**config.mk**
```make
export PLATFORM = sky130hd
export DESIGN_NAME = vpic_ctrl
export DESIGN_NICKNAME = d
export VERILOG_FILES = /design/src/hw/vpic_pkg.sv /design/src/hw/vpic_arbiter.sv /design/src/hw/vpic_ctrl.sv
export SDC_FILE = /design/constraint.sdc
export NUM_CORES = 2
export LEC_CHECK = 0
export BUFFER_PORTS_ARGS = -buffer_cell sky130_fd_sc_hd__buf_2
export CELL_PAD_IN_SITES_DETAIL_PLACEMENT = 1
export CELL_PAD_IN_SITES_GLOBAL_PLACEMENT = 1
export CORE_ASPECT_RATIO = 0.6
export CORE_MARGIN = 1
export CORE_UTILIZATION = 45
export DETAILED_ROUTE_END_ITERATION = 8
export PLACE_DENSITY = 0.76
export SYNTH_ARGS = -nofsm -noshare
export SYNTH_HDL_FRONTEND = slang
export SYNTH_SLANG_ARGS = --single-unit
```
**constraint.sdc**
```tcl
create_clock -name clk_sys -period 174.6 [get_ports clk_sys]
set_input_delay 17.46 -clock clk_sys [delete_from_list [all_inputs] [get_ports clk_sys]]
set_output_delay 17.46 -clock clk_sys [all_outputs]
set_load 0.1 [all_outputs]
```
**src/hw/vpic_pkg.sv**
```systemverilog
/*
 * Constants for the vectored priority interrupt controller: register
 * word indices, field positions, reset values and vector table bases.
 * Assumes a 16-bit register port addressed by word index.
 */
package vpic_pkg;
    // Source counts
    localparam int N_SRC = 72;
    localparam int N_FLAG_REGS = 5;
    localparam int N_PRIO_REGS = 18;
    localparam int N_EXT = 5;
    localparam int N_EVT = 3;
    localparam int PRIO_SLOT = 4;

    // Register word indices
    localparam logic [5:0] ADDR_CTRL_ONE = 6'h00;
    localparam logic [5:0] ADDR_CTRL_TWO = 6'h01;
    localparam logic [5:0] ADDR_FLAG_BASE = 6'h02;
    localparam logic [5:0] ADDR_EN_BASE = 6'h07;
    localparam logic [5:0] ADDR_PRIO_BASE = 6'h0c;
    localparam logic [5:0] ADDR_STATUS_WORD = 6'h1e;
    localparam logic [5:0] ADDR_CORE_CTRL = 6'h1f;
    localparam logic [5:0] ADDR_EVT_STAT = 6'h20;
    localparam logic [5:0] ADDR_EVT_MASK = 6'h21;

    // Field positions
    localparam int NEST_OFF_BIT = 15;
    localparam int ALT_TABLE_BIT = 15;
    localparam int IPL_LSB = 5;
    localparam int CPU_PRIO_HIGH_BIT_BIT = 3;
    localparam logic [15:0] CTRL_ONE_WMASK = 16'hfffe;
    localparam logic [15:0] CTRL_TWO_WMASK = 16'h801f;
    localparam logic [15:0] PRIO_WMASK = 16'h7777;

    // Reset values
    localparam logic [15:0] CTRL_RST = 16'h0000;
    localparam logic [2:0] IPL_RST = 3'h0;

    // Event bits
    localparam int EVT_PEND = 0;
    localparam int EVT_EXT = 1;
    localparam int EVT_TRAP = 2;

    // Vectoring
    localparam logic [7:0] VEC_OFFSET = 8'h08;
    localparam logic [23:0] IVT_BASE = 24'h000004;
    localparam logic [23:0] ALTERNATE_VECTOR_TABLE_BASE = 24'h000104;

    // Request numbers of the external inputs 0..4
    localparam int EXT_IRQ [N_EXT] = '{0, 20, 29, 53, 54};
endpackage

```
**src/hw/vpic_arbiter.sv**
```systemverilog
/*
 * Combinational priority pick among pending enabled sources.
 * Assumes pend already holds flag AND enable.
 */
`timescale 1ns/10ps
`default_nettype none
module vpic_arbiter #(
    parameter int N_SRC = 72
) (
    // Requests
    input wire logic [N_SRC-1:0] pend,
    input wire logic [3*N_SRC-1:0] prio_flat,
    input wire logic [3:0] level,
    // Winner
    output logic valid,
    output logic [6:0] id,
    output logic [2:0] prio
);
    logic blocked;

    // High level bit or level 7 shuts out every user source
    assign blocked = level[3] || (level[2:0] == 3'h7);

    // Strict compare keeps the lowest number on a tie
    always_comb begin
        logic [2:0] floor_prio;
        floor_prio = level[2:0];
        valid = 1'b0;
        id = 7'h00;
        prio = 3'h0;
        for (int i = 0; i < N_SRC; i++) begin
            if (pend[i] && prio_flat[3*i +: 3] > floor_prio) begin
                valid = 1'b1;
                id = 7'(i);
                prio = prio_flat[3*i +: 3];
                floor_prio = prio_flat[3*i +: 3];
            end
        end
        if (blocked) begin
            valid = 1'b0;
        end
    end
endmodule
`default_nettype wire

```
**src/hw/vpic_ctrl.sv**
```systemverilog
/*
 * Vectored priority interrupt controller: flags, enables, priorities,
 * CPU priority level, vector selection and an event interrupt.
 * Assumes a synchronous register port with read data one cycle later
 * and a core that acknowledges a presented request with irq_ack.
 */
//
// Contract
// - Thirty registers: two global, five flag, five enable, eighteen priority.
// - First global register holds nesting-off and trap control and flags.
// - Second global register holds external edge polarity and table select.
// - Each source flag is set by hardware, stays set until software clears.
// - A source is acted on only while its enable bit is set.
// - Each user source has a three-bit priority, eight levels.
// - Bits go to sources in request order, request 0 at bit 0.
// - Request n uses vector n+8; vector 63 entry at 0x000082.
// - Status word bits 7:5 hold low level bits, software writable.
// - High level bit sits in core control word, read-only to software.
// - Effective level is high bit above the three low bits.
// - Low level bits equal seven block all user interrupts.
// - High level bit set blocks all user interrupts.
// - Low level bits read-only while nesting-off is set.
// - Nesting-off is bit 15 of first global register, resets to 0.
// - Table select one picks alternate table, zero standard, resets 0.
// - Edge polarity one means falling edge, zero rising edge.
`timescale 1ns/10ps
`default_nettype none
module vpic_ctrl #(
    parameter int N_SRC = vpic_pkg::N_SRC
) (
    // Clock and reset
    input wire logic clk_sys,
    input wire logic rst_n,
    input wire logic ce,
    // Register port
    input wire logic [5:0] reg_addr,
    input wire logic [15:0] reg_wdata,
    input wire logic reg_wr,
    input wire logic reg_rd,
    output logic [15:0] reg_rdata,
    // Request sources
    input wire logic [N_SRC-1:0] periph_req,
    input wire logic [vpic_pkg::N_EXT-1:0] ext_req,
    input wire logic [15:0] trap_flag_set,
    input wire logic trap_enter,
    input wire logic trap_exit,
    // Core side
    output logic irq_req,
    output logic [7:0] irq_vec_num,
    output logic [23:0] irq_vec_addr,
    output logic [2:0] irq_prio,
    input wire logic irq_ack,
    output logic [3:0] cpu_prio_level,
    // Event interrupt
    output logic irq_out
);
    localparam int FLAG_W = 16 * vpic_pkg::N_FLAG_REGS;

    function automatic logic in_range(input logic [5:0] a,
                                      input logic [5:0] base, input int n);
        return (a >= base) && (a < base + 6'(n));
    endfunction

    function automatic logic [23:0] vec_addr(input logic alt,
                                             input logic [7:0] vec);
        return (alt ? vpic_pkg::ALTERNATE_VECTOR_TABLE_BASE : vpic_pkg::IVT_BASE)
            + {15'h0000, vec, 1'b0};
    endfunction

    ////////////////////////////////////////////////////////////////////////
    // State
    logic [15:0] irq_global_ctrl_one;
    logic [15:0] irq_global_ctrl_two;
    logic [FLAG_W-1:0] flag_bits;
    logic [FLAG_W-1:0] enable_bits;
    logic [15:0] prio_reg [vpic_pkg::N_PRIO_REGS];
    logic [2:0] cpu_prio_low_bits;
    logic cpu_prio_high_bit;
    logic [vpic_pkg::N_EXT-1:0] ext_prev;
    logic [vpic_pkg::N_EVT-1:0] evt_stat;
    logic [vpic_pkg::N_EVT-1:0] evt_mask;
    logic [6:0] irq_id;

    ////////////////////////////////////////////////////////////////////////
    // Decode
    wire logic nesting_off = irq_global_ctrl_one[vpic_pkg::NEST_OFF_BIT];
    wire logic alt_table_select = irq_global_ctrl_two[vpic_pkg::ALT_TABLE_BIT];
    wire logic [vpic_pkg::N_EXT-1:0] ext_edge_polarity =
        irq_global_ctrl_two[vpic_pkg::N_EXT-1:0];
    wire logic wr_one = reg_wr && reg_addr == vpic_pkg::ADDR_CTRL_ONE;
    wire logic wr_two = reg_wr && reg_addr == vpic_pkg::ADDR_CTRL_TWO;
    wire logic wr_flag = reg_wr && in_range(reg_addr, vpic_pkg::ADDR_FLAG_BASE,
                                            vpic_pkg::N_FLAG_REGS);
    wire logic wr_en = reg_wr && in_range(reg_addr, vpic_pkg::ADDR_EN_BASE,
                                          vpic_pkg::N_FLAG_REGS);
    wire logic wr_prio = reg_wr && in_range(reg_addr, vpic_pkg::ADDR_PRIO_BASE,
                                            vpic_pkg::N_PRIO_REGS);
    wire logic wr_sr = reg_wr && reg_addr == vpic_pkg::ADDR_STATUS_WORD;
    wire logic wr_evt = reg_wr && reg_addr == vpic_pkg::ADDR_EVT_STAT;
    wire logic wr_mask = reg_wr && reg_addr == vpic_pkg::ADDR_EVT_MASK;
    wire logic [5:0] flag_off = reg_addr - vpic_pkg::ADDR_FLAG_BASE;
    wire logic [5:0] en_off = reg_addr - vpic_pkg::ADDR_EN_BASE;
    wire logic [5:0] prio_off = reg_addr - vpic_pkg::ADDR_PRIO_BASE;
    wire logic accept = irq_ack && irq_req;

    assign cpu_prio_level = {cpu_prio_high_bit, cpu_prio_low_bits};

    ////////////////////////////////////////////////////////////////////////
    // External edges and request flags
    logic [vpic_pkg::N_EXT-1:0] ext_edge;
    logic [N_SRC-1:0] set_vec;
    logic [FLAG_W-1:0] next_flag;
    logic [FLAG_W-1:0] next_enable;

    always_comb begin
        for (int e = 0; e < vpic_pkg::N_EXT; e++) begin
            ext_edge[e] = ext_edge_polarity[e] ? (ext_prev[e] && !ext_req[e])
                : (!ext_prev[e] && ext_req[e]);
        end
    end

    always_comb begin
        set_vec = periph_req;
        for (int e = 0; e < vpic_pkg::N_EXT; e++) begin
            set_vec[vpic_pkg::EXT_IRQ[e]] = periph_req[vpic_pkg::EXT_IRQ[e]]
                || ext_edge[e];
        end
    end

    // Hardware set wins over a software clear in the same cycle
    always_comb begin
        next_flag = flag_bits;
        next_enable = enable_bits;
        for (int k = 0; k < vpic_pkg::N_FLAG_REGS; k++) begin
            if (wr_flag && flag_off[2:0] == 3'(k)) begin
                next_flag[16*k +: 16] = reg_wdata;
            end
            if (wr_en && en_off[2:0] == 3'(k)) begin
                next_enable[16*k +: 16] = reg_wdata;
            end
        end
        next_flag = next_flag | {{(FLAG_W-N_SRC){1'b0}}, set_vec};
    end

    ////////////////////////////////////////////////////////////////////////
    // Arbitration
    logic [3*N_SRC-1:0] prio_flat;
    logic arb_valid;
    logic [6:0] arb_id;
    logic [2:0] arb_prio;
    wire logic [N_SRC-1:0] pend = flag_bits[N_SRC-1:0]
        & enable_bits[N_SRC-1:0];

    always_comb begin
        for (int i = 0; i < N_SRC; i++) begin
            prio_flat[3*i +: 3] = prio_reg[i / vpic_pkg::PRIO_SLOT]
                [4*(i % vpic_pkg::PRIO_SLOT) +: 3];
        end
    end

    vpic_arbiter #(.N_SRC(N_SRC)) u_arb (
        .pend(pend),
        .prio_flat(prio_flat),
        .level(cpu_prio_level),
        .valid(arb_valid),
        .id(arb_id),
        .prio(arb_prio)
    );

    wire logic next_req = arb_valid && !accept;
    wire logic [7:0] next_vec = {1'b0, arb_id} + vpic_pkg::VEC_OFFSET;

    ////////////////////////////////////////////////////////////////////////
    // Priority level
    logic [2:0] next_low;
    always_comb begin
        next_low = cpu_prio_low_bits;
        if (wr_sr && !nesting_off) begin
            next_low = reg_wdata[vpic_pkg::IPL_LSB +: 3];
        end
        if (accept) begin
            next_low = irq_prio;
        end
    end

    ////////////////////////////////////////////////////////////////////////
    // Events
    wire logic [vpic_pkg::N_EVT-1:0] evt_set = {|trap_flag_set[14:1],
        |ext_edge, next_req && !irq_req};
    wire logic [vpic_pkg::N_EVT-1:0] next_evt =
        (evt_stat & ~(wr_evt ? reg_wdata[vpic_pkg::N_EVT-1:0] : '0)) | evt_set;
    assign irq_out = |(evt_stat & evt_mask);

    ////////////////////////////////////////////////////////////////////////
    // Read mux
    logic [15:0] next_rdata;
    always_comb begin
        next_rdata = 16'h0000;
        if (reg_addr == vpic_pkg::ADDR_CTRL_ONE) begin
            next_rdata = irq_global_ctrl_one;
        end else if (reg_addr == vpic_pkg::ADDR_CTRL_TWO) begin
            next_rdata = irq_global_ctrl_two;
        end else if (in_range(reg_addr, vpic_pkg::ADDR_FLAG_BASE,
                              vpic_pkg::N_FLAG_REGS)) begin
            next_rdata = flag_bits[16*flag_off[2:0] +: 16];
        end else if (in_range(reg_addr, vpic_pkg::ADDR_EN_BASE,
                              vpic_pkg::N_FLAG_REGS)) begin
            next_rdata = enable_bits[16*en_off[2:0] +: 16];
        end else if (in_range(reg_addr, vpic_pkg::ADDR_PRIO_BASE,
                              vpic_pkg::N_PRIO_REGS)) begin
            next_rdata = prio_reg[prio_off[4:0]];
        end else if (reg_addr == vpic_pkg::ADDR_STATUS_WORD) begin
            next_rdata[vpic_pkg::IPL_LSB +: 3] = cpu_prio_low_bits;
        end else if (reg_addr == vpic_pkg::ADDR_CORE_CTRL) begin
            next_rdata[vpic_pkg::CPU_PRIO_HIGH_BIT_BIT] = cpu_prio_high_bit;
        end else if (reg_addr == vpic_pkg::ADDR_EVT_STAT) begin
            next_rdata[vpic_pkg::N_EVT-1:0] = evt_stat;
        end else if (reg_addr == vpic_pkg::ADDR_EVT_MASK) begin
            next_rdata[vpic_pkg::N_EVT-1:0] = evt_mask;
        end
    end

    ////////////////////////////////////////////////////////////////////////
    // Registers
    always_ff @(posedge clk_sys or negedge rst_n) begin
        if (!rst_n) begin
            irq_global_ctrl_one <= vpic_pkg::CTRL_RST;
            irq_global_ctrl_two <= vpic_pkg::CTRL_RST;
            flag_bits <= '0;
            enable_bits <= '0;
            cpu_prio_low_bits <= vpic_pkg::IPL_RST;
            cpu_prio_high_bit <= 1'b0;
            ext_prev <= '0;
            evt_stat <= '0;
            evt_mask <= '0;
            reg_rdata <= 16'h0000;
        end else if (ce) begin
            // Trap flags stick; software may write them
            irq_global_ctrl_one <= ((wr_one ? reg_wdata : irq_global_ctrl_one)
                & vpic_pkg::CTRL_ONE_WMASK)
                | (trap_flag_set & 16'h7ffe);
            if (wr_two) begin
                irq_global_ctrl_two <= reg_wdata & vpic_pkg::CTRL_TWO_WMASK;
            end
            flag_bits <= next_flag;
            enable_bits <= next_enable;
            cpu_prio_low_bits <= next_low;
            // Only trap entry and exit move the high bit
            if (trap_enter) begin
                cpu_prio_high_bit <= 1'b1;
            end else if (trap_exit) begin
                cpu_prio_high_bit <= 1'b0;
            end
            ext_prev <= ext_req;
            evt_stat <= next_evt;
            if (wr_mask) begin
                evt_mask <= reg_wdata[vpic_pkg::N_EVT-1:0];
            end
            if (reg_rd) begin
                reg_rdata <= next_rdata;
            end
        end
    end

    always_ff @(posedge clk_sys or negedge rst_n) begin
        if (!rst_n) begin
            irq_req <= 1'b0;
            irq_id <= 7'h00;
            irq_vec_num <= 8'h00;
            irq_vec_addr <= 24'h000000;
            irq_prio <= 3'h0;
        end else if (ce) begin
            irq_req <= next_req;
            irq_id <= arb_id;
            irq_vec_num <= next_vec;
            irq_vec_addr <= vec_addr(alt_table_select, next_vec);
            irq_prio <= arb_prio;
        end
    end

    always_ff @(posedge clk_sys or negedge rst_n) begin
        if (!rst_n) begin
            for (int r = 0; r < vpic_pkg::N_PRIO_REGS; r++) begin
                prio_reg[r] <= 16'h0000;
            end
        end else if (ce && wr_prio) begin
            prio_reg[prio_off[4:0]] <= reg_wdata & vpic_pkg::PRIO_WMASK;
        end
    end

    ////////////////////////////////////////////////////////////////////////
    // Checks
    property p_flag_sticky;
        @(posedge clk_sys) disable iff (!rst_n)
        ce && flag_bits[0] && !(reg_wr && reg_addr == vpic_pkg::ADDR_FLAG_BASE)
        |=> flag_bits[0];
    endproperty
    a_flag_sticky: assert property (p_flag_sticky)
        else $error("flag cleared without a write");

    property p_enable_gate;
        @(posedge clk_sys) disable iff (!rst_n)
        arb_valid |-> enable_bits[arb_id] && flag_bits[arb_id];
    endproperty
    a_enable_gate: assert property (p_enable_gate)
        else $error("disabled source selected");

    property p_above_level;
        @(posedge clk_sys) disable iff (!rst_n)
        arb_valid |-> arb_prio > cpu_prio_low_bits
            && prio_flat[3*arb_id +: 3] == arb_prio;
    endproperty
    a_above_level: assert property (p_above_level)
        else $error("winner not above cpu level");

    property p_block_seven;
        @(posedge clk_sys) disable iff (!rst_n)
        cpu_prio_low_bits == 3'h7 |-> !arb_valid;
    endproperty
    a_block_seven: assert property (p_block_seven)
        else $error("request passed at level seven");

    property p_block_high;
        @(posedge clk_sys) disable iff (!rst_n)
        cpu_prio_high_bit |=> !irq_req || !$past(ce);
    endproperty
    a_block_high: assert property (p_block_high)
        else $error("request passed with high level bit");

    property p_vector;
        @(posedge clk_sys) disable iff (!rst_n)
        irq_req |-> irq_vec_num == {1'b0, irq_id} + vpic_pkg::VEC_OFFSET;
    endproperty
    a_vector: assert property (p_vector)
        else $error("vector number not request plus eight");

    property p_table;
        @(posedge clk_sys) disable iff (!rst_n)
        ce && arb_valid |=> irq_vec_addr
            == vec_addr($past(alt_table_select), irq_vec_num);
    endproperty
    a_table: assert property (p_table)
        else $error("vector address from wrong table");

    property p_nest_lock;
        @(posedge clk_sys) disable iff (!rst_n)
        ce && nesting_off && wr_sr && !accept
        |=> cpu_prio_low_bits == $past(cpu_prio_low_bits);
    endproperty
    a_nest_lock: assert property (p_nest_lock)
        else $error("level written while nesting off");

    property p_accept;
        @(posedge clk_sys) disable iff (!rst_n)
        ce && accept |=> cpu_prio_low_bits == $past(irq_prio) && !irq_req;
    endproperty
    a_accept: assert property (p_accept)
        else $error("accept did not raise level");

    property p_ext_edge;
        @(posedge clk_sys) disable iff (!rst_n)
        ce && !ext_edge_polarity[1] && !ext_prev[1] && ext_req[1]
        |=> flag_bits[vpic_pkg::EXT_IRQ[1]];
    endproperty
    a_ext_edge: assert property (p_ext_edge)
        else $error("rising edge did not set flag");

    c_accept: cover property (@(posedge clk_sys) disable iff (!rst_n)
        irq_req ##1 accept);
    c_falling: cover property (@(posedge clk_sys) disable iff (!rst_n)
        ext_edge_polarity[0] && ext_edge[0]);
    c_alt: cover property (@(posedge clk_sys) disable iff (!rst_n)
        irq_req && alt_table_select);
    c_locked: cover property (@(posedge clk_sys) disable iff (!rst_n)
        wr_sr && nesting_off);
endmodule
`default_nettype wire

```
==> impl_summary.log <==
INFO  metric drtAntennaViolNets = 0
INFO  metric ctsHtreeMaxLevel = 2
INFO  metric post-place-ws = 55.91 ns
INFO  metric finClkSkew = 0.0186 ns
INFO  metric io-pin-count = 180
INFO  metric cp_data_arrival_time = 122.95 ns
INFO  metric crit_top_cell = sky130_fd_sc_hd__nor2_1
INFO  metric synth_edf_count = 0
INFO  metric syn_warnings = 0
INFO  metric postSynthAreaPerCell = 8.78 µm²
INFO  metric wl_per_cell = 32.4 µm
INFO  metric crit_fanout = 11
INFO  metric cts.sinks = 448
INFO  metric multiInputGateArea = 21500 µm²
INFO  metric netlist_top_cells_area = sky130_fd_sc_hd__dfrtp_1 (33%), sky130_fd_sc_hd__mux2_2 (7.8%), sky130_fd_sc_hd__nand2_1 (5.2%)
INFO  metric nNetsFinal = 4181
INFO  metric power.density_cell_area = 14.1 nW/µm²
INFO  metric grt_start_max_net_pins = 148
INFO  metric number_of_hold_buffers_added_after_cts = 0
INFO  metric worst-r2r-setup-slack = 52.16 ns
INFO  metric fp.dieH = 216 µm
INFO  metric initial_core_util = 46.0%
INFO  metric filler_instances = 8800
INFO  metric final-setup-viol-count = 0
INFO  metric floorplan.die.width = 358 µm
INFO  metric rsz0062_at_grt = no
INFO  metric final.period_utilization = 70.1%
INFO  metric worstSkewPairLatency = 0.63 ns
INFO  metric fin_crit = 122.44 ns
INFO  metric critical_path.endpoint_type = flip-flop
INFO  metric detailedRoute.firstIterationViolations = 4670
INFO  metric hp-class = reg -> reg
INFO  metric seqCellArea = 11200 µm²
INFO  metric synth_cells = 3894
INFO  metric path_class = reg -> reg
INFO  metric crit_startpoint = cpu_prio_low_bits[1]
INFO  metric layout.cells.most_common = sky130_fd_sc_hd__nand2_1
INFO  metric clock_tree.root_cell = sky130_fd_sc_hd__clkbuf_16
INFO  metric post_route_cells_drive_above_1_share = 18.0%
INFO  metric yosys.area.top_type_share = 32.8%
INFO  metric setup_slack = 52.16 ns
INFO  metric final_util = 50.3%
INFO  metric synthFlopType = sky130_fd_sc_hd__dfrtp_1
INFO  metric synth.distinct_cells = 134
INFO  metric mostFrequentLayoutCells = sky130_fd_sc_hd__nand2_1 (476), sky130_fd_sc_hd__dfrtp_1 (448), sky130_fd_sc_hd__nor2_1 (396)
INFO  metric routed_wl = 162000 µm
INFO  metric max-slew-margin-rel = 11.0%
INFO  metric synth-seq-area-share = 32.8%
INFO  metric dp_hpwl = 123000 µm
INFO  metric power.leakage = 16.3 nW
INFO  metric grt_pass1_wl = 234000 µm
INFO  metric fmax = 8.17 MHz
INFO  metric slew_viol_final = 0
INFO  metric placementRows = 77
INFO  metric syn2layout_area_growth = 9.40%
INFO  metric postSynth.asyncResetShare = 100%
INFO  metric post_cts_resized = 0
INFO  metric r2r-start = cpu_prio_low_bits[1]
INFO  metric clk_transition_reported_paths = 0.06 ns
INFO  metric cts_tree = yes
INFO  metric fin_setup_tns = 0 ns
INFO  metric hp-start = reg_rdata[3]
INFO  metric antenna_found_initial = 8
INFO  metric ys_seq_elements = 448
INFO  metric timing.critical_path.from_type = flip-flop
INFO  metric endpoints_failing_hold = 0
INFO  metric tritoncts.num_buffers = 48
INFO  metric drt_first_pass_iters = 5
INFO  metric irDropWorstVdd = 0.0200 mV
INFO  metric cp.required = 175.11 ns
INFO  metric drt-vias-per-instance = 7.01
INFO  metric result_of_the_run = completed
INFO  metric crit_path_max_incr_delay = 1.06 ns
INFO  metric max_capacitance_violation_count = 0
INFO  metric crit_slowest_cell = sky130_fd_sc_hd__a2111oi_0
INFO  metric grt_pass1_vias = 33200
INFO  metric postCtsSetupBuffers = 0
INFO  metric vias = 35000
INFO  metric drc = 0
INFO  metric gp_congestion = 1.02
INFO  metric synth_top_cell_by_area = sky130_fd_sc_hd__dfrtp_1
INFO  metric clockBufferDepth = 3
INFO  metric portBuffers = 162
INFO  metric tightestPinTransition = 1.30 ns
INFO  metric die-area = 77100 µm²
INFO  metric core_area = 74400 µm²
INFO  metric global_route.usage.total = 41.2%
INFO  metric netlist_area = 34200 µm²
INFO  metric globalRoute.totalOverflow = 0
==> metal layers <==
| layer | routed length, µm | vias up | track usage [%] |
|---|---|---|---|
| met2 | 60600 | 2265 | 52.7 |
| met4 | 5920 | 8 | 13.8 |
| met3 | 24200 | 355 | 15.7 |
| li1 | - | 14700 | - |
| met1 | 70800 | 17700 | 61.9 |
| met5 | 57 | - | 0 |
==> per-stage QoR <==
| step | instance area, µm² | power (W) | instances | hold WS (ns) |
|---|---|---|---|---|
| 5_1_grt | 37400 | 0.000553 | 4983 | 0.510 |
| 6_report | 37400 | 0.000529 | 4987 | 0.478 |
| 3_3_place_gp | 35800 | 0.000400 | 4900 | 0.457 |
| 2_1_floorplan | 34300 | 0.000321 | 3909 | 0.450 |
| 4_1_cts | 37400 | 0.000517 | 4983 | 0.482 |
| 3_5_place_dp | 35800 | 0.000407 | 4900 | 0.467 |
==> final timing paths <==
| check | endpoint | cells past startpoint |
|---|---|---|
| worst min-delay path | reg_rdata[3] | 2 |
| max in group asynchronous | prio_flat[197] | 3 |
| min in group asynchronous | prio_flat[115] | 1 |
| worst min register to register | reg_rdata[3] | 2 |
| worst max-delay path | irq_vec_addr[5] | 508 |
| worst max register to register | irq_vec_addr[5] | 508 |
==> layout make-up <==
cell class	count	area share, %
multi-input cells	3079	57.4
flip-flops and latches	448	30.0
clock buffers	62	3.68
repair buffers	214	3.30
well taps	987	3.30
inverters	172	1.73
clock inverters	21	0.562
diodes	4	0.0268
==> state kept, by name, summed over array words and instances (netlist names), 6 cells and up <==
| register | flops |
|---|---|
| enable_bits | 80 |
| flag_bits | 80 |
| irq_global_ctrl_one | 15 |
| irq_global_ctrl_two | 6 |
| irq_vec_addr | 8 |
| irq_vec_num | 8 |
| prio_flat | 216 |
| reg_rdata | 16 |
==> Yosys cell counts, types with 61 or more instances <==
library cell and n:
sky130_fd_sc_hd__nand3_1 148, sky130_fd_sc_hd__dfrtp_1 448, sky130_fd_sc_hd__ha_1 95, sky130_fd_sc_hd__o21ai_0 275, sky130_fd_sc_hd__a21oi_1 157, sky130_fd_sc_hd__inv_1 169, sky130_fd_sc_hd__and3_1 62, sky130_fd_sc_hd__nor2_1 396
sky130_fd_sc_hd__nand2_1 476, sky130_fd_sc_hd__mux4_2 73, sky130_fd_sc_hd__maj3_1 66, sky130_fd_sc_hd__clkbuf_1 145, sky130_fd_sc_hd__and2_1 61, sky130_fd_sc_hd__mux2_2 236
==> report_power, final <==
group          switching [W]  internal (W)
registers          0.0000165      0.000113
logic               0.000190     0.0000999
clock network      0.0000495     0.0000601
==> critical path: cells and delay by family, from the launching register on <==
| kind | cells | cell delay (ns) |
|---|---|---|
| xor gates and xnor gates | 1 | 0.18 |
| and+or+nand+nor | 192 | 35.88 |
| muxes | 15 | 5.60 |
| AOI/OAI and AO/OA | 157 | 38.74 |
| DFF | 1 | 0.66 |
| buffers and inverters | 17 | 2.50 |
| adders and majority gates | 126 | 38.56 |
==> kinds of logic (layout without fill, tap and decap cells) <==
| kind of cell | after synthesis | in the layout | synth area share (%) |
|---|---|---|---|
| and+or+nand+nor | 1435 | 1435 | 19.8 |
| xor gates and xnor gates | 6 | 6 | 0.154 |
| DFF | 448 | 448 | 32.8 |
| adders and majority gates | 161 | 161 | 5.41 |
| AOI/OAI and AO/OA | 1102 | 1102 | 23.1 |
| muxes | 359 | 359 | 14.0 |
| buffers and inverters | 382 | 469 | 4.63 |
| other | 1 | 20 | 0.0110 |
Note: power is estimated with default switching activity, not from simulation.
